<file path="src/hdl/rtcw_pkg.sv">
// Constants and types for the two-wire command port of the calendar clock.
// Assumes one 100 MHz clock and bus pins sampled synchronously.
// Function
// - SDA falls while SCL high: access starts
// - SDA rises while SCL high: back to standby
// - SDA change during SCL high aborts transfer
// - Device pulls SDA low on ninth clock
// - No acknowledge when access is irregular
// - Device code, command, read bit one: read
// - Read bytes driven most significant bit first
// - Read/write bit zero: write, MSB first
// - Write: ack each byte, stop after last ack; code refuses bytes past the register end
// - Status select bit picks status one or two
// - Interrupt select bit picks register one or two
// - Interrupt register length follows status two mode
// - Interrupted transfer keeps state until stop
// - Stop ignored while device drives SDA low
// - Correction alters one 1 Hz cycle periodically
// - Interval select: 20 or 60 seconds
package rtcw_pkg;

  // Device code in the first byte; value arbitrary
  localparam logic [3:0] RTCW_DEV_CODE  = 4'ha;

  // First byte field positions
  localparam int         RTCW_CODE_HI   = 7;
  localparam int         RTCW_CODE_LO   = 4;
  localparam int         RTCW_CMD_HI    = 3;
  localparam int         RTCW_CMD_LO    = 1;
  localparam int         RTCW_RW_BIT    = 0;

  // Command field values; low bit is the select bit
  localparam logic [2:0] RTCW_CMD_STAT1 = 3'h0;
  localparam logic [2:0] RTCW_CMD_STAT2 = 3'h1;
  localparam logic [2:0] RTCW_CMD_RT1   = 3'h2;
  localparam logic [2:0] RTCW_CMD_RT2   = 3'h3;
  localparam logic [2:0] RTCW_CMD_FIRST_IRQ_REGISTER  = 3'h4;
  localparam logic [2:0] RTCW_CMD_SECOND_IRQ_PIN  = 3'h5;
  localparam logic [2:0] RTCW_CMD_CORR  = 3'h6;
  localparam logic [2:0] RTCW_CMD_FREE  = 3'h7;

  // Interrupt mode set in status register two
  localparam logic [1:0] RTCW_MODE_PLAIN = 2'h0;
  localparam logic [1:0] RTCW_MODE_ALARM = 2'h1;
  localparam logic [1:0] RTCW_MODE_FREQ  = 2'h2;

  // Register lengths in bytes
  localparam logic [2:0] RTCW_LEN_RT1   = 3'h7;
  localparam logic [2:0] RTCW_LEN_RT2   = 3'h3;
  localparam logic [2:0] RTCW_LEN_ALARM = 3'h3;
  localparam logic [2:0] RTCW_LEN_FREQ  = 3'h2;
  localparam logic [2:0] RTCW_LEN_ONE   = 3'h1;
  localparam logic [2:0] RTCW_IDX_MAX   = 3'h7;

  // Bit counter marks
  localparam logic [3:0] RTCW_BIT_LAST  = 4'h7;
  localparam logic [3:0] RTCW_BIT_FULL  = 4'h8;

  // Filler shifted out past the end of a register
  localparam logic [7:0] RTCW_IDLE_BYTE = 8'hff;

  // Correction intervals in 1 Hz cycles
  localparam logic [5:0] RTCW_CORR_COARSE = 6'h14;
  localparam logic [5:0] RTCW_CORR_FINE   = 6'h3c;

  // Port sequencing states
  typedef enum logic [3:0] {
    RTCW_IDLE, RTCW_ADDR, RTCW_ACK_ADDR, RTCW_WR, RTCW_ACK_DATA,
    RTCW_RD, RTCW_MACK, RTCW_RD_NEXT, RTCW_HALT
  } rtcw_state_t;

endpackage : rtcw_pkg

</file>
<file path="src/hdl/rtcw_corr.sv">
// Drives the 1 Hz clock output and shortens one cycle per interval.
// Assumes half-second ticks, plain and corrected, from the divider.
`timescale 1ns/1ns
module rtcw_corr (
  input  wire logic i_clock,          // System clock
  input  wire logic i_rst_n,          // Synchronous reset, low
  input  wire logic i_corr_active,    // Correction in use
  input  wire logic i_interval_sel,   // Interval select bit
  input  wire logic i_half_tick,      // Plain half-second pulse
  input  wire logic i_half_tick_corr, // Corrected half-second pulse
  output logic      o_pin             // 1 Hz output level
);
  import rtcw_pkg::*;

  logic [5:0] cyc_r;   // Cycles since last corrected one
  logic [5:0] limit;   // Current interval length
  logic       corr_cyc; // This cycle is the corrected one
  logic       tick;    // Selected half tick

  // Interval chosen by select bit
  assign limit    = i_interval_sel ? RTCW_CORR_FINE
                                   : RTCW_CORR_COARSE;
  // Last cycle of each interval takes corrected timing
  assign corr_cyc = i_corr_active && (cyc_r == limit - 6'h1);
  assign tick     = corr_cyc ? i_half_tick_corr : i_half_tick;

  // Toggle on each half tick
  always_ff @(posedge i_clock) begin
    if (!i_rst_n) begin
      o_pin <= 1'b0;
    end else if (tick) begin
      o_pin <= ~o_pin;
    end
  end

  // Count whole cycles at each falling toggle
  always_ff @(posedge i_clock) begin
    if (!i_rst_n) begin
      cyc_r <= 6'h0;
    end else if (!i_corr_active) begin
      cyc_r <= 6'h0;
    end else if (tick && o_pin) begin
      if (cyc_r >= limit - 6'h1) begin
        cyc_r <= 6'h0;
      end else begin
        cyc_r <= cyc_r + 6'h1;
      end
    end
  end

endmodule : rtcw_corr

</file>
<file path="src/hdl/rtcw_port.sv">
// Two-wire serial slave port of the calendar clock with 1 Hz output.
// Assumes SCL and SDA already synchronous to i_clock; register file
// outside answers i_rd_data for the selected register and byte index.
// Bus pins are plain levels; the data line is open drain, so the
// device only ever pulls it low and never drives it high.
`timescale 1ns/1ns
module rtcw_port #(
  parameter logic [3:0] DEV_CODE = rtcw_pkg::RTCW_DEV_CODE // Arbitrary
) (
  input  wire logic       i_clock,          // System clock, 100 MHz
  input  wire logic       i_rst_n,          // Synchronous reset, low
  input  wire logic       i_scl,            // Bus clock level
  input  wire logic       i_sda_in,         // Bus data level
  output logic            o_sda_out,        // Data drive value, low
  output logic            o_sda_oe,         // Data pulled low when high
  input  wire logic [1:0] i_int_mode,       // Status two interrupt mode
  input  wire logic [7:0] i_rd_data,        // Byte of selected register
  output logic [2:0]      o_reg_sel,        // Selected command
  output logic [2:0]      o_byte_idx,       // Byte index in register
  output logic            o_rd_mode,        // Access is a read
  output logic [7:0]      o_wr_data,        // Received byte
  output logic            o_wr_stb,         // Received byte pulse
  output logic            o_rd_stb,         // Byte fetched pulse
  output logic            o_busy,           // Access in progress
  input  wire logic       i_corr_active,    // Correction in use
  input  wire logic       i_corr_interval_select, // Interval select
  input  wire logic       i_half_tick,      // Plain half-second pulse
  input  wire logic       i_half_tick_corr, // Corrected half pulse
  output logic            o_second_irq_pin  // 1 Hz output level
);
  import rtcw_pkg::*;

  rtcw_state_t state_r;   // Sequencer state
  logic        scl_q;     // Previous clock level
  logic        sda_q;     // Previous data level
  logic [3:0]  bit_r;     // Bits handled in this byte
  logic [7:0]  shift_r;   // Byte shifter
  logic [2:0]  len;       // Bytes in selected register
  logic        in_range;  // Byte index within register
  logic [7:0]  fetch;     // Next byte to send
  logic        start_det; // Start seen
  logic        stop_det;  // Stop seen
  logic        scl_rise;  // Clock rising
  logic        scl_fall;  // Clock falling

  // Byte counts per command:
  //   time one 7, time two 3, status and the rest 1;
  //   interrupt pair 3 in alarm mode, 2 in frequency mode,
  //   1 otherwise. Bytes past the end read as all ones
  //   and are refused on write.
  // Register length by command and interrupt mode
  function automatic logic [2:0] rtcw_len(input logic [2:0] sel,
                                          input logic [1:0] mode);
    logic [2:0] n;
    n = RTCW_LEN_ONE;
    if (sel == RTCW_CMD_RT1) begin
      n = RTCW_LEN_RT1;
    end else if (sel == RTCW_CMD_RT2) begin
      n = RTCW_LEN_RT2;
    end else if (sel == RTCW_CMD_FIRST_IRQ_REGISTER || sel == RTCW_CMD_SECOND_IRQ_PIN) begin
      if (mode == RTCW_MODE_ALARM) begin
        n = RTCW_LEN_ALARM;
      end else if (mode == RTCW_MODE_FREQ) begin
        n = RTCW_LEN_FREQ;
      end
    end
    return n;
  endfunction : rtcw_len

  // Reset loads the idle bus levels, so the first samples
  // after release see no false edge and no false condition.
  // There is no bus reset pin: only a stop clears an access.
  // Previous pin levels for edge and condition detection
  always_ff @(posedge i_clock) begin
    if (!i_rst_n) begin
      scl_q <= 1'b1;
      sda_q <= 1'b1;
    end else begin
      scl_q <= i_scl;
      sda_q <= i_sda_in;
    end
  end

  // Conditions: data moves while clock stays high
  assign start_det = i_scl && scl_q && sda_q && !i_sda_in;
  assign stop_det  = i_scl && scl_q && !sda_q && i_sda_in;
  assign scl_rise  = i_scl && !scl_q;
  assign scl_fall  = !i_scl && scl_q;

  // Length and fetch for the current byte
  assign len      = rtcw_len(o_reg_sel, i_int_mode);
  assign in_range = (o_byte_idx < len);
  assign fetch    = in_range ? i_rd_data : RTCW_IDLE_BYTE;

  // Drive value is always low; only the enable moves
  always_ff @(posedge i_clock) begin
    o_sda_out <= 1'b0;
  end

  // State flow of one access:
  //   IDLE      nothing open; only a start leaves it
  //   ADDR      eight rises shift in code, command, direction
  //   ACK_ADDR  line held low through the ninth clock
  //   WR        eight rises shift in one write byte
  //   ACK_DATA  line held low through the ninth clock
  //   RD        one bit driven per falling clock, MSB first
  //   MACK      line released, master answers on ninth rise
  //   RD_NEXT   next byte loaded on the ninth fall
  //   HALT      access refused or read ended by master no-ack; waits for start or stop
  // Priority on each edge:
  //   stop with line released, then start, then state step.
  // A stop seen while the line is held low is dropped, so a
  // master that lost track must clock the device out of a
  // read or acknowledge first; 63 released clocks always do.
  // Drive changes one cycle after the sampled falling clock,
  // so the line only moves while the bus clock is low.
  // Timing of one received byte, in bus clocks:
  //   rises 1 to 8  sample data, MSB first
  //   fall 8        decide: pull low to accept, or refuse
  //   fall 9        release, or load the next read byte
  // Timing of one sent byte:
  //   fall 9 before  drive bit 7
  //   falls 1 to 7   drive bits 6 to 0
  //   fall 8         release for the master answer
  //   rise 9         low answer continues, high ends
  // Sequencer, shifter and data drive
  always_ff @(posedge i_clock) begin
    if (!i_rst_n) begin
      state_r  <= RTCW_IDLE;
      bit_r    <= 4'h0;
      shift_r  <= 8'h0;
      o_sda_oe <= 1'b0;
    end else if (stop_det && !o_sda_oe) begin
      // Stop only counts while the line is released
      state_r  <= RTCW_IDLE;
      o_sda_oe <= 1'b0;
    end else if (start_det) begin
      // Start or repeated start aborts and restarts
      state_r  <= RTCW_ADDR;
      bit_r    <= 4'h0;
      o_sda_oe <= 1'b0;
    end else begin
      case (state_r)
        // Receiving first byte or write data, MSB first
        RTCW_ADDR, RTCW_WR: begin
          if (scl_rise && bit_r != RTCW_BIT_FULL) begin
            shift_r <= {shift_r[6:0], i_sda_in};
            bit_r   <= bit_r + 4'h1;
          end else if (scl_fall && bit_r == RTCW_BIT_FULL) begin
            if (state_r == RTCW_ADDR) begin
              if (shift_r[RTCW_CODE_HI:RTCW_CODE_LO] == DEV_CODE) begin
                o_sda_oe <= 1'b1;
                state_r  <= RTCW_ACK_ADDR;
              end else begin
                state_r  <= RTCW_HALT;
              end
            end else if (in_range) begin
              o_sda_oe <= 1'b1;
              state_r  <= RTCW_ACK_DATA;
            end else begin
              state_r  <= RTCW_HALT;
            end
          end
        end
        // Acknowledge after the device code
        RTCW_ACK_ADDR: begin
          if (scl_fall) begin
            bit_r <= 4'h0;
            if (o_rd_mode) begin
              shift_r  <= fetch;
              o_sda_oe <= !fetch[7];
              state_r  <= RTCW_RD;
            end else begin
              o_sda_oe <= 1'b0;
              state_r  <= RTCW_WR;
            end
          end
        end
        // Acknowledge after a write byte
        RTCW_ACK_DATA: begin
          if (scl_fall) begin
            o_sda_oe <= 1'b0;
            bit_r    <= 4'h0;
            state_r  <= RTCW_WR;
          end
        end
        // Shift read data out on each falling clock
        RTCW_RD: begin
          if (scl_fall) begin
            if (bit_r == RTCW_BIT_LAST) begin
              o_sda_oe <= 1'b0; // Free line for master ack
              state_r  <= RTCW_MACK;
            end else begin
              o_sda_oe <= !shift_r[6];
              shift_r  <= {shift_r[6:0], 1'b1};
              bit_r    <= bit_r + 4'h1;
            end
          end
        end
        // Master ack low continues, high ends the read
        RTCW_MACK: begin
          if (scl_rise) begin
            if (!i_sda_in) begin
              state_r <= RTCW_RD_NEXT;
            end else begin
              state_r <= RTCW_HALT;
            end
          end
        end
        // Present next byte of the register
        RTCW_RD_NEXT: begin
          if (scl_fall) begin
            bit_r    <= 4'h0;
            shift_r  <= fetch;
            o_sda_oe <= !fetch[7];
            state_r  <= RTCW_RD;
          end
        end
        // Idle and halted wait for a condition
        default: begin
          o_sda_oe <= 1'b0;
        end
      endcase
    end
  end

  // Command and direction latch only on a matching code;
  // a refused first byte leaves the last selection.
  // Index steps on each accepted byte and stops at its top,
  // so a long burst keeps reading the filler byte.
  // Command, direction and byte index
  always_ff @(posedge i_clock) begin
    if (!i_rst_n) begin
      o_reg_sel  <= RTCW_CMD_STAT1;
      o_rd_mode  <= 1'b0;
      o_byte_idx <= 3'h0;
    end else if (state_r == RTCW_ADDR && scl_fall
                 && bit_r == RTCW_BIT_FULL && !start_det
                 && shift_r[RTCW_CODE_HI:RTCW_CODE_LO] == DEV_CODE) begin
      // Low command bit selects register one or two
      o_reg_sel  <= shift_r[RTCW_CMD_HI:RTCW_CMD_LO];
      o_rd_mode  <= shift_r[RTCW_RW_BIT];
      o_byte_idx <= 3'h0;
    end else if (!start_det && !stop_det) begin
      if ((state_r == RTCW_MACK && scl_rise && !i_sda_in)
          || (state_r == RTCW_ACK_DATA && scl_fall)) begin
        if (o_byte_idx != RTCW_IDX_MAX) begin
          o_byte_idx <= o_byte_idx + 3'h1;
        end
      end
    end
  end

  // Strobes are single cycle; a start, or a stop with the line
  // released, on the same edge cancels them, so no half byte escapes.
  // Write data and strobes toward the register file
  always_ff @(posedge i_clock) begin
    if (!i_rst_n) begin
      o_wr_data <= 8'h0;
      o_wr_stb  <= 1'b0;
      o_rd_stb  <= 1'b0;
    end else begin
      o_wr_stb <= 1'b0;
      o_rd_stb <= 1'b0;
      if (!start_det && !(stop_det && !o_sda_oe)) begin
        if (state_r == RTCW_WR && scl_fall
            && bit_r == RTCW_BIT_FULL && in_range) begin
          o_wr_data <= shift_r;
          o_wr_stb  <= 1'b1;
        end
        if (scl_fall && in_range && (state_r == RTCW_RD_NEXT
            || (state_r == RTCW_ACK_ADDR && o_rd_mode))) begin
          o_rd_stb  <= 1'b1;
        end
      end
    end
  end

  // Same stop rule as the sequencer: a stop masked by the
  // held line keeps the access open.
  // Busy from start until stop
  always_ff @(posedge i_clock) begin
    if (!i_rst_n) begin
      o_busy <= 1'b0;
    end else if (stop_det && !o_sda_oe) begin
      o_busy <= 1'b0;
    end else if (start_det) begin
      o_busy <= 1'b1;
    end
  end

  // One 1 Hz cycle per interval takes the corrected timing;
  // the divider outside supplies both half-tick pulses.
  // 1 Hz output with periodic correction
  rtcw_corr u_corr (
    .i_clock          (i_clock),
    .i_rst_n          (i_rst_n),
    .i_corr_active    (i_corr_active),
    .i_interval_sel   (i_corr_interval_select),
    .i_half_tick      (i_half_tick),
    .i_half_tick_corr (i_half_tick_corr),
    .o_pin            (o_second_irq_pin)
  );

endmodule : rtcw_port
</file>
<file path="config.mk">
export PLATFORM = sky130hd
export DESIGN_NAME = rtcw_port
export DESIGN_NICKNAME = d
export VERILOG_FILES = /design/src/hdl/rtcw_pkg.sv /design/src/hdl/rtcw_corr.sv /design/src/hdl/rtcw_port.sv
export SDC_FILE = /design/constraint.sdc
export NUM_CORES = 1
export LEC_CHECK = 0
export ABC_CLOCK_PERIOD_IN_PS = 5030
export BUFFER_PORTS_ARGS = -buffer_cell sky130_fd_sc_hd__buf_2
export CORE_UTILIZATION = 60
export CTS_CLUSTER_SIZE = 24
export DETAILED_ROUTE_END_ITERATION = 8
export PLACE_DENSITY = 0.9
export SLEW_MARGIN = 30
export SYNTH_ARGS = -nofsm -noshare
export SYNTH_HDL_FRONTEND = slang
export SYNTH_HIERARCHICAL = 1
export SYNTH_SLANG_ARGS = --single-unit
</file>
<file path="constraint.sdc">
create_clock -name i_clock -period 5.03 [get_ports i_clock]
set_input_delay 1.006 -clock i_clock [delete_from_list [all_inputs] [get_ports i_clock]]
set_output_delay 1.006 -clock i_clock [all_outputs]
set_load 0.02 [all_outputs]
</file>
# ---- Word-level counts from Yosys, hierarchy flattened
# Cells that the tools add are included.
dict set report op_classes {
  n_reduce_logical 58
  eq_ne 43
  n_addsub 4
  bitwise 5
  order_cmp 2
  muxes 51
}
# op count
set ops {}
lappend ops {{$mux W4} 17}
lappend ops {{$mux W8} 7}
lappend ops {{$ne A3 B3 Y1 const B} 13}
lappend ops {{$reduce_and A9 Y1} 4}
lappend ops {{$pmux W8 S4} 1}
lappend ops {{$logic_and A1 B1 Y1} 27}
lappend ops {{$pmux W4 S6} 1}
lappend ops {{$ne A2 B2 Y1 const B} 11}
lappend ops {{$eq A4 B3 Y1 const B} 5}
lappend ops {{$mux W1} 15}
lappend ops {{$mux W6} 2}
lappend ops {{$pmux W4 S3} 1}
lappend ops {{$logic_not A1 Y1} 10}
lappend ops {{$eq A4 B2 Y1 const B} 2}
lappend ops {{$eq A4 B4 Y1 const B} 2}
lappend ops {{$mux W2} 4}
lappend ops {{$reduce_bool A4 Y1} 2}
lappend ops {{$reduce_bool A7 Y1} 1}
lappend ops {{$add A6 B1 Y6 const B} 1}
lappend ops {{$eq A3 B2 Y1 const B} 2}
lappend ops {{$eq A3 B3 Y1 const B} 2}
lappend ops {{$eq A6 B6 Y1} 1}
lappend ops {{$ge A6 B6 Y1} 1}
lappend ops {{$mux W3} 2}
lappend ops {{18 further kinds} 29}
dict set report word_totals {
  in_bits 18
  word_cells 179
  output_inout_bits 21
  regBits 44
}

# ---- Longest topological paths before layout
# Gate-level depths: netlist of the first run.
dict set report depth {
  word_depth 13
  mapped_depth 11
  mapped_depth_nobuf 10
}

# ---- Cells and area by module
# The synthesis of the first run kept the hierarchy.
# module instances area_each_um2 cells_per_inst seq_area_each_um2
set by_module_without_submodules {}
lappend by_module_without_submodules {rtcw_port 1 2220.9 252 740.7}
lappend by_module_without_submodules {rtcw_corr 1 480.5 55 140.1}

# ---- Worst setup path after synthesis of the first run
# No wires, ideal clock.
dict set report synth_path {
  kind {input-to-reg}
  from {input port i_int_mode[0]}
  to {register state_r[3]}
  setup_ns 0.130
  required_ns 4.900
  n_path_buf 0
  slack_ns 2.076
  stages 10
  arrival_ns 2.824
  path_cell_list {inv_1 -> ha_1 -> nor3_1 -> a21oi_1 -> ha_1 -> or3_4 -> o22ai_4 -> o221ai_2 -> a2111oi_1 -> nor3_1}
}
dict set report synth_via {
  elab_chain_len 12
  elab_cells_between_ends 13
  classes_between {1 x order compare; 2 x eq/ne; 10 x mux}
}
# item line_no
set synth_rtl {}
lappend synth_rtl {{start, declared} rtcw_port.sv:16} ;# input wire logic [1:0] i_int_mode,
lappend synth_rtl {{$eq A2 B2 Y1} rtcw_port.sv:63} ;# end else if (mode == RTCW_MODE_FREQ) begin
lappend synth_rtl {{$mux W2} rtcw_port.sv:63}
lappend synth_rtl {{$mux W2 (*)} rtcw_port.sv:61} ;# if (mode == RTCW_MODE_ALARM) begin
lappend synth_rtl {{$mux W2 (*)} rtcw_port.sv:60} ;# end else if (sel == RTCW_CMD_FIRST_IRQ_REGISTER || sel == RTCW_CMD_SECOND_IRQ_PIN) begin
lappend synth_rtl {{$mux W2 (*)} rtcw_port.sv:58} ;# end else if (sel == RTCW_CMD_RT2) begin
lappend synth_rtl {{$mux W3 (*)} rtcw_port.sv:56} ;# if (sel == RTCW_CMD_RT1) begin
lappend synth_rtl {{$lt A3 B3 Y1 (*)} rtcw_port.sv:92} ;# assign in_range = (o_byte_idx < len);
lappend synth_rtl {{$mux W4 (*)} rtcw_port.sv:157} ;# end else if (in_range) begin
lappend synth_rtl {{$mux W4 (*)} rtcw_port.sv:150} ;# if (state_r == RTCW_ADDR) begin
lappend synth_rtl {{$mux W4 (*)} rtcw_port.sv:149} ;# end else if (scl_fall && bit_r == RTCW_BIT_FULL) begin
lappend synth_rtl {{$mux W4 (*)} rtcw_port.sv:146} ;# if (scl_rise && bit_r != RTCW_BIT_FULL) begin
lappend synth_rtl {{$pmux W4 S6 (*)} rtcw_port.sv:143} ;# case (state_r)
lappend synth_rtl {{end signal, assigned} rtcw_port.sv:153} ;# state_r <= RTCW_ACK_ADDR;
lappend synth_rtl {{end signal, assigned} rtcw_port.sv:155} ;# state_r <= RTCW_HALT;
lappend synth_rtl {{end signal, assigned} rtcw_port.sv:159} ;# state_r <= RTCW_ACK_DATA;
lappend synth_rtl {{end, declared} rtcw_port.sv:33} ;# rtcw_state_t state_r;
# Every way passes the cells marked *; elsewhere a longest branch is shown, timed or not. The select of a mux whose other input is x is not followed.
# A chain may end at the register's enable or synchronous reset.

# ---- Worst setup path after layout of the first run
dict set report layout_path {
  from {input port i_int_mode[0]}
  to {register o_wr_data[0]}
}
dict set report layout_via {
  elab_chain_len 9
  elab_cells_between_ends 10
  classes_between {1 x order compare; 2 x eq/ne; 5 x mux; 2 x reduce/logical}
}
# item line_no
set layout_rtl {}
lappend layout_rtl {{$eq A2 B2 Y1} rtcw_port.sv:63}
lappend layout_rtl {{$mux W2} rtcw_port.sv:63}
lappend layout_rtl {{$mux W2 (*)} rtcw_port.sv:61}
lappend layout_rtl {{$mux W2 (*)} rtcw_port.sv:60}
lappend layout_rtl {{$mux W2 (*)} rtcw_port.sv:58}
lappend layout_rtl {{$mux W3 (*)} rtcw_port.sv:56}
lappend layout_rtl {{$lt A3 B3 Y1 (*)} rtcw_port.sv:92}
lappend layout_rtl {{$logic_and A1 B1 Y1 (*)} rtcw_port.sv:267} ;# && bit_r == RTCW_BIT_FULL && in_range) begin
lappend layout_rtl {{$reduce_and A2 Y1 (no source line) (*)} n/a}
lappend layout_rtl {{end signal, assigned} rtcw_port.sv:268} ;# o_wr_data <= shift_r;
lappend layout_rtl {{end, declared} rtcw_port.sv:21} ;# output logic [7:0] o_wr_data,
# Every way passes the cells marked *; elsewhere a longest branch is shown, timed or not.

==> results of run 1 <==
-- per-stage QoR --
step	setup slack (ps)	std cells	area, um2	hold slack [ps]
finish	1750	390	2980	495
global route	1570	390	2980	526
CTS	1760	390	2980	500
detailed placement	1540	382	2870	478
global placement	1610	382	2870	472
floorplan	2080	307	2700	447
-- worst reg2reg max path, delay by kind of cell, from the launching register on --
kind	cells	cell delay, ps
AND/OR/NAND/NOR	4	1160
flip-flops	1	390
AO/OA/AOI/OAI	2	360
multiplexers	1	350
adder cells (fa/ha/maj)	1	240
buffers and inverters	1	100
-- report_power, final --
group          internal (mW)  switching [mW]
logic                  0.212           0.273
clock network          0.150           0.129
registers              0.383           0.110
-- cells by family after synthesis --
group,synth area share [%]
xor gates and xnor gates,1.25
and+or+nand+nor,24.0
adders and majority gates,5.00
AOI/OAI and AO/OA,22.3
DFF,32.6
muxes,9.31
other,0.139
buffers and inverters,5.33
-- how the worst max path moves through the flow --
| stage | from | end | slack [ps] |
|---|---|---|---|
| floorplan | i_int_mode[0] | state_r[3] | 2080 |
| global placement | i_int_mode[0] | o_wr_data[5] | 1610 |
| detailed placement | i_int_mode[0] | o_wr_data[4] | 1540 |
| CTS | i_int_mode[0] | o_wr_data[0] | 1760 |
| global route | i_int_mode[0] | o_wr_data[4] | 1570 |
| finish | i_int_mode[0] | o_wr_data[0] | 1750 |
-- final cells by class --
| class | count | share of cell area (%) |
|---|---|---|
| clock buffers | 5 | 2.31 |
| clock inverters | 3 | 1.55 |
| inverters | 16 | 2.01 |
| multi-input cells | 233 | 56.2 |
| flip-flops and latches | 44 | 29.5 |
| well taps | 52 | 2.18 |
| repair buffers | 37 | 6.21 |
-- layout by cell type, fill, tap and decap left out, drive strengths merged, types with 4 or more instances in the layout --
master | netlist | final
a21oi | 11 | 11
a22o | 5 | 5
a32o | 6 | 6
buf | 11 | 37
clkbuf | 3 | 5
dfxtp | 44 | 44
ha | 10 | 10
inv | 16 | 17
mux2i | 24 | 24
nand2 | 20 | 20
nand2b | 10 | 10
nand3 | 10 | 10
nor2 | 32 | 32
nor2b | 4 | 4
nor3 | 13 | 13
o211ai | 7 | 7
o21ai | 11 | 11
o221ai | 9 | 9
o22ai | 5 | 5
or3 | 5 | 5
-- sequential cells by signal, summed over array words and instances, names as in the netlist, 3 cells and up --
name and cells:
bit_r 4, o_wr_data 8, state_r 4, shift_r 8, o_byte_idx 3, u_corr/cyc_r 6, o_reg_sel 3
-- per-layer routing --
layer	routed length, um	vias up
met4	106	0
met5	0	-
met3	375	16
li1	-	1201
met1	2700	1113
met2	2970	98
==> qor.txt, run 1 <==
die area -> 4770 um2
final setup TNS -> 0 ps
number of global-route vias before repair -> 2207
CTS root buf -> sky130_fd_sc_hd__clkbuf_8
pin count of the biggest net entering global routing -> 27
clock net sink count -> 44
worst r2r src -> o_reg_sel[2]
Async SR Flop Fraction -> 0%
initial antenna violation count -> 0
number of library cell types mapped by synthesis -> 63
netlist area before placement -> 2700 um2
proportion of layout cells with a drive suffix above 1 -> 17.8%
end-of-flow core utilization -> 68.5%
Gate Count Post-Synth -> 307
most frequent cell after synthesis -> sky130_fd_sc_hd__dfxtp_1
launching element type of the critical path -> input pin
family with the most delay on the worst path -> simple AND/OR/NAND/NOR gates
synthesis warning total -> 6
FILL cells -> 319
clock-pin slew reported for the worst setup and hold paths after clock tree synthesis -> 90 ps
all-layer global routing usage -> 26.4%
GRT met2 Usage -> 42.8%
Final #Nets -> 365
met1 track utilization from global routing -> 35.3%
Post-Syn Nets -> 335
portion of the post-synthesis area used by sequential elements -> 32.6%
Detailed Routing Iterations Pass 1 -> 5
sort of element at the end of the critical path -> flip-flop
Max Fanout on Critical Path -> 9
number of maximum-capacitance constraint violations -> 0
depth of the worst register-to-register path -> 9
number of buffers inserted by port buffering -> 37
area growth from synthesis to layout -> 10.4%
area share of the largest cell type after synthesis -> 32.6%
peak clock frequency supported by timing -> 305 MHz
number of max-slew violations in the final report -> 0
overall power after layout -> 1.26 mW
area of the core -> 4350 um2
Final HPWL DP -> 4380 um
total of flip-flops plus latches after synthesis -> 44
Post-DRT Antenna Nets -> 0
Boundary Pins -> 39
area of the multi-input gates -> 1680 um2
Worst Hold Endpoint -> o_busy
ranking of synthesized cells by area -> sky130_fd_sc_hd__dfxtp_1, sky130_fd_sc_hd__mux2i_1, sky130_fd_sc_hd__ha_1
routed vias -> 2428
cell depth of the worst setup path -> 11
clock buffers created by TritonCTS -> 5
count of unresolved DRC violations after routing -> 0
CP most frequent cell -> sky130_fd_sc_hd__ha_1
kind of critical path -> input pin to flip-flop
clock tree from TritonCTS -> yes
FF/Latch Area -> 881 um2
hold bufs inserted after CTS -> 0
start point of the worst min-delay path -> o_busy
worst ir drop on vdd -> 0.273 mV
reg-to-reg slack, setup -> 2310 ps
count of final setup violators -> 0
final cycle utilization of the critical path -> 65.2%
final wirelength -> 6150 um
arrival time of the worst setup path -> 3460 ps
effective utilization at floorplan -> 62.0%
GRT Max-Usage Layer -> met2
relative max-transition margin -> 45.0%
result of the run -> finished clean
wire per inst -> 15.8 um
Max H-tree Level -> 2
Mapped Avg Cell Area -> 8.80 um2
height of the die -> 69.1 um
Placement Rows -> 24
setup repair after global routing missed its margin -> false
critical path data required time -> 5210 ps
Static Leakage -> 1.32 nW
cell at the slowest stage of the critical path -> sky130_fd_sc_hd__nand4_1
combined buffer and inverter count along the critical path -> 2
Remaining Overflow, GRT -> 0
worst hold path type -> flip-flop to flip-flop
Hold Violations, Final -> 0
slowest cell delay on critical path -> 550 ps
R2R Path End -> o_wr_data[0]
number of vias per cell -> 6.23
number of enable-type register cells in the synthesized netlist -> 0
post-CTS sizing -> 0
count of inserted antenna diode cells -> 0
First DRT Iteration DRCs -> 216
wire length of the first global-routing pass -> 10400 um
width of the chip -> 69.1 um
list of cells traversed by the critical path -> buf_2 > inv_1 > ha_1 > nor3_1 > a21oi_1 > ha_1 > or3_4 > o22ai_4 > nand4_1 > mux2i_1 > nor2_1
global routing met3 resource utilization -> 4.97%
cell area power density -> 421 nW/um2
clock latency on the worst-skew pair -> 300 ps
shortest period the worst path allows -> 3280 ps
Hold Path Stages -> 2
pin slew with the least headroom to its limit -> 824 ps
predominant post-synthesis flop cell -> sky130_fd_sc_hd__dfxtp_1
postcts setup bufs -> 0
Max Clock Skew -> 5.48 ps
placer's final routability congestion estimate -> 0.927
number of buffers on the longest clock path -> 2
most used standard cells in the synthesized netlist -> sky130_fd_sc_hd__dfxtp_1, sky130_fd_sc_hd__nor2_1, sky130_fd_sc_hd__mux2i_1
most area-hungry cell type in the Yosys netlist -> sky130_fd_sc_hd__dfxtp_1
(Power assumes the default switching activity.)
==> run 2, diff against run 1 <==
--- a/config.mk
+++ b/config.mk
@@ -5,12 +5,13 @@
 export SDC_FILE = /design/constraint.sdc
 export NUM_CORES = 1
 export LEC_CHECK = 0
-export ABC_CLOCK_PERIOD_IN_PS = 5030
+export ABC_AREA = 1
+export ABC_CLOCK_PERIOD_IN_PS = 2900
 export BUFFER_PORTS_ARGS = -buffer_cell sky130_fd_sc_hd__buf_2
-export CORE_UTILIZATION = 60
+export CORE_UTILIZATION = 52
 export CTS_CLUSTER_SIZE = 24
 export DETAILED_ROUTE_END_ITERATION = 8
-export PLACE_DENSITY = 0.9
+export PLACE_DENSITY = 0.84
 export SLEW_MARGIN = 30
 export SYNTH_ARGS = -nofsm -noshare
 export SYNTH_HDL_FRONTEND = slang
==> constraint.sdc (replaced) <==
create_clock -name i_clock -period 2.9 [get_ports i_clock]
set_input_delay 0.58 -clock i_clock [delete_from_list [all_inputs] [get_ports i_clock]]
set_output_delay 0.58 -clock i_clock [all_outputs]
set_load 0.02 [all_outputs]
==> run 2 against run 1 <==
  * Clock skew grew 0.74 ps
  * Non-clock buffer count grew 1
  * Critical path type unchanged
  * Sequential power grew 46%
  * Highest routed layer unchanged
  * Synthesized area shrank 1.2%
  * Utilization shrank 6.4 points
  * Total power grew 43%
  * Global-route usage shrank 1.5 points
==> qor.txt, run 2 <==
result of the run -> finished clean
number of vias per cell -> 4.99
Boundary Pins -> 39
shortest period the worst path allows -> 2190 ps
Placement Cell Area -> 2900 um2
Gate Count Post-Synth -> 428
pre-CTS setup slack -> 392 ps
family with the most delay on the worst path -> simple AND/OR/NAND/NOR gates
Max Fanout on Critical Path -> 7
overall power after layout -> 1.80 mW
launching element type of the critical path -> input pin
Async SR Flop Fraction -> 0%
area of the core -> 4820 um2
clock net sink count -> 44
hold bufs inserted after CTS -> 0
portion of the post-synthesis area used by sequential elements -> 33.0%
proportion of layout cells with a drive suffix above 1 -> 15.8%
registers with the most flip-flops -> o_wr_data x8, shift_r x8, u_corr/cyc_r x6
Finished Cell Area -> 2990 um2
worst hold slack -> 490 ps
wire per inst -> 11.5 um
Final #Nets -> 494
list of cells traversed by the critical path -> buf_2 > inv_1 > ha_1 > nand3b_1 > o21ai_0 > inv_1 > ha_1 > nand2_1 > inv_1 > nand2_1 > nand2_1 > nor3_2 > buf_4 > o21ai_0 > nor2_1
number of maximum-capacitance constraint violations -> 0
routed vias -> 2662
initial antenna violation count -> 0
FF/Latch Area -> 881 um2
post-CTS sizing -> 0
Detailed Routing Iterations Pass 1 -> 5
clock tree from TritonCTS -> yes
count of final setup violators -> 0
Max Clock Skew -> 6.22 ps
effective utilization at floorplan -> 55.4%
sort of element at the end of the critical path -> flip-flop
number of global-route vias before repair -> 2461
pin count of the biggest net entering global routing -> 30
all-layer global routing usage -> 24.9%
setup repair after global routing missed its margin -> false
worst ir drop on vdd -> 0.347 mV
clock-pin slew reported for the worst setup and hold paths after clock tree synthesis -> 80 ps
placer's final routability congestion estimate -> 0.878
most area-hungry cell type in the Yosys netlist -> sky130_fd_sc_hd__dfxtp_1
Post-Syn Nets -> 456
Static Leakage -> 1.65 nW
width of the chip -> 73.6 um
First DRT Iteration DRCs -> 182
Final HPWL DP -> 4640 um
arrival time of the worst setup path -> 2430 ps
most used standard cells in the synthesized netlist -> sky130_fd_sc_hd__nand2_1, sky130_fd_sc_hd__nor2_1, sky130_fd_sc_hd__inv_1
area growth from synthesis to layout -> 12.1%
final wirelength -> 6160 um
Hold Violations, Final -> 0
combined buffer and inverter count along the critical path -> 5
synthesis warning total -> 6
clock buffers created by TritonCTS -> 5
final setup TNS -> 0 ps
final cycle utilization of the critical path -> 75.4%
number of enable-type register cells in the synthesized netlist -> 0
count of unresolved DRC violations after routing -> 0
FILL cells -> 478
most frequent cell after synthesis -> sky130_fd_sc_hd__nand2_1
Remaining Overflow, GRT -> 0
cell at the slowest stage of the critical path -> sky130_fd_sc_hd__ha_1
height of the die -> 73.6 um
postcts setup bufs -> 0
area of the multi-input gates -> 1500 um2
Post-DRT Antenna Nets -> 0
critical path data required time -> 3140 ps
total of flip-flops plus latches after synthesis -> 44
number of buffers on the longest clock path -> 2
Placement Rows -> 25
number of library cell types mapped by synthesis -> 32
Mapped Avg Cell Area -> 6.24 um2
commonest non-fill, non-tap cell in the layout -> sky130_fd_sc_hd__nand2_1
worst hold path type -> flip-flop to flip-flop
cell area power density -> 601 nW/um2
slowest cell delay on critical path -> 270 ps
kind of critical path -> input pin to flip-flop
count of inserted antenna diode cells -> 0
Max H-tree Level -> 2
netlist area before placement -> 2670 um2
number of buffers inserted by port buffering -> 37
worst setup margin -> 714 ps
wire length of the first global-routing pass -> 10500 um
area share of the largest cell type after synthesis -> 33.0%
ranking of synthesized cells by area -> sky130_fd_sc_hd__dfxtp_1, sky130_fd_sc_hd__nand2_1, sky130_fd_sc_hd__nor2_1
most frequent cells in the layout -> sky130_fd_sc_hd__nand2_1, sky130_fd_sc_hd__nor2_1, sky130_fd_sc_hd__inv_1
number of max-slew violations in the final report -> 0
clock latency on the worst-skew pair -> 300 ps
CTS root buf -> sky130_fd_sc_hd__clkbuf_8
die area -> 5420 um2
predominant post-synthesis flop cell -> sky130_fd_sc_hd__dfxtp_1
peak clock frequency supported by timing -> 457 MHz
## run 2: changes by cell type in the layout (fill, tap and decap cells not counted), moves of 7 or more
cell / previous run / this run
sky130_fd_sc_hd__nor3_1: 12 / 2
sky130_fd_sc_hd__inv_2: 0 / 9
sky130_fd_sc_hd__nand3_1: 9 / 27
sky130_fd_sc_hd__nor2_1: 32 / 95
sky130_fd_sc_hd__o21ai_0: 11 / 18
sky130_fd_sc_hd__nand2b_1: 9 / 0
sky130_fd_sc_hd__mux2i_1: 24 / 0
sky130_fd_sc_hd__o221ai_1: 8 / 0
sky130_fd_sc_hd__nand2_1: 20 / 106
sky130_fd_sc_hd__inv_1: 16 / 54
## run 2: through the flow
stage	utilization, %	std cells
finish	62.1	534
global route	62.1	534
CTS	62.1	534
detailed placement	60.2	526
global placement	60.2	526
floorplan	-	428
## run 2: tightest hold or removal path, stage by stage (launching register included)
cell	delay [ps]
sky130_fd_sc_hd__dfxtp_1	330
sky130_fd_sc_hd__nand2_1	70
sky130_fd_sc_hd__a21oi_1	50
## run 2: cell type report
cell class	instances	area share [%]
Multi-Input combinational cell	313	50.1
Sequential cell	44	29.4
Inverter	64	8.03
Timing Repair Buffer	38	6.44
Clock buffer	7	2.89
Tap cell	67	2.80
Clock inverter	1	0.251
## run 2: power by group
| group | leakage [nW] | internal, mW | total, mW | switching [mW] |
|---|---|---|---|---|
| registers | 0.358 | 0.665 | 0.722 | 0.0570 |
| logic | 1.24 | 0.227 | 0.664 | 0.437 |
| clock network | 0.0445 | 0.194 | 0.412 | 0.218 |
| total | 1.65 | 1.09 | 1.80 | 0.712 |
## run 2: kinds of logic (layout without fill, tap and decap cells)
family                     Yosys count  after routing  share of synthesized area (%)
and+or+nand+nor                    255            255                           41.6
buffers and inverters               71            110                           10.8
AOI/OAI and AO/OA                   45             45                           9.14
DFF                                 44             44                           33.0
adders and majority gates           10             10                           4.69
xor gates and xnor gates             2              2                          0.656
other                                1              1                          0.141
## run 2: path summary, 6_finish.rpt
kind         depth (start not counted)      endpoint  slack, ps           from
min                                  2      o_sda_oe        490       o_sda_oe
min reg2reg                          2      o_sda_oe        490       o_sda_oe
max                                 15  o_wr_data[2]        710  i_int_mode[0]
max reg2reg                          9  o_wr_data[2]        830   o_reg_sel[1]
## run 2: metal layers
layer  vias up  routed length (um)  global-route usage, %
li1       1397                   -                      -
met1      1187                2810                   30.9
met2        65                2950                   42.8
met3        13                 272                   4.80
met4         0                 122                   8.76
met5         -                   0                      0
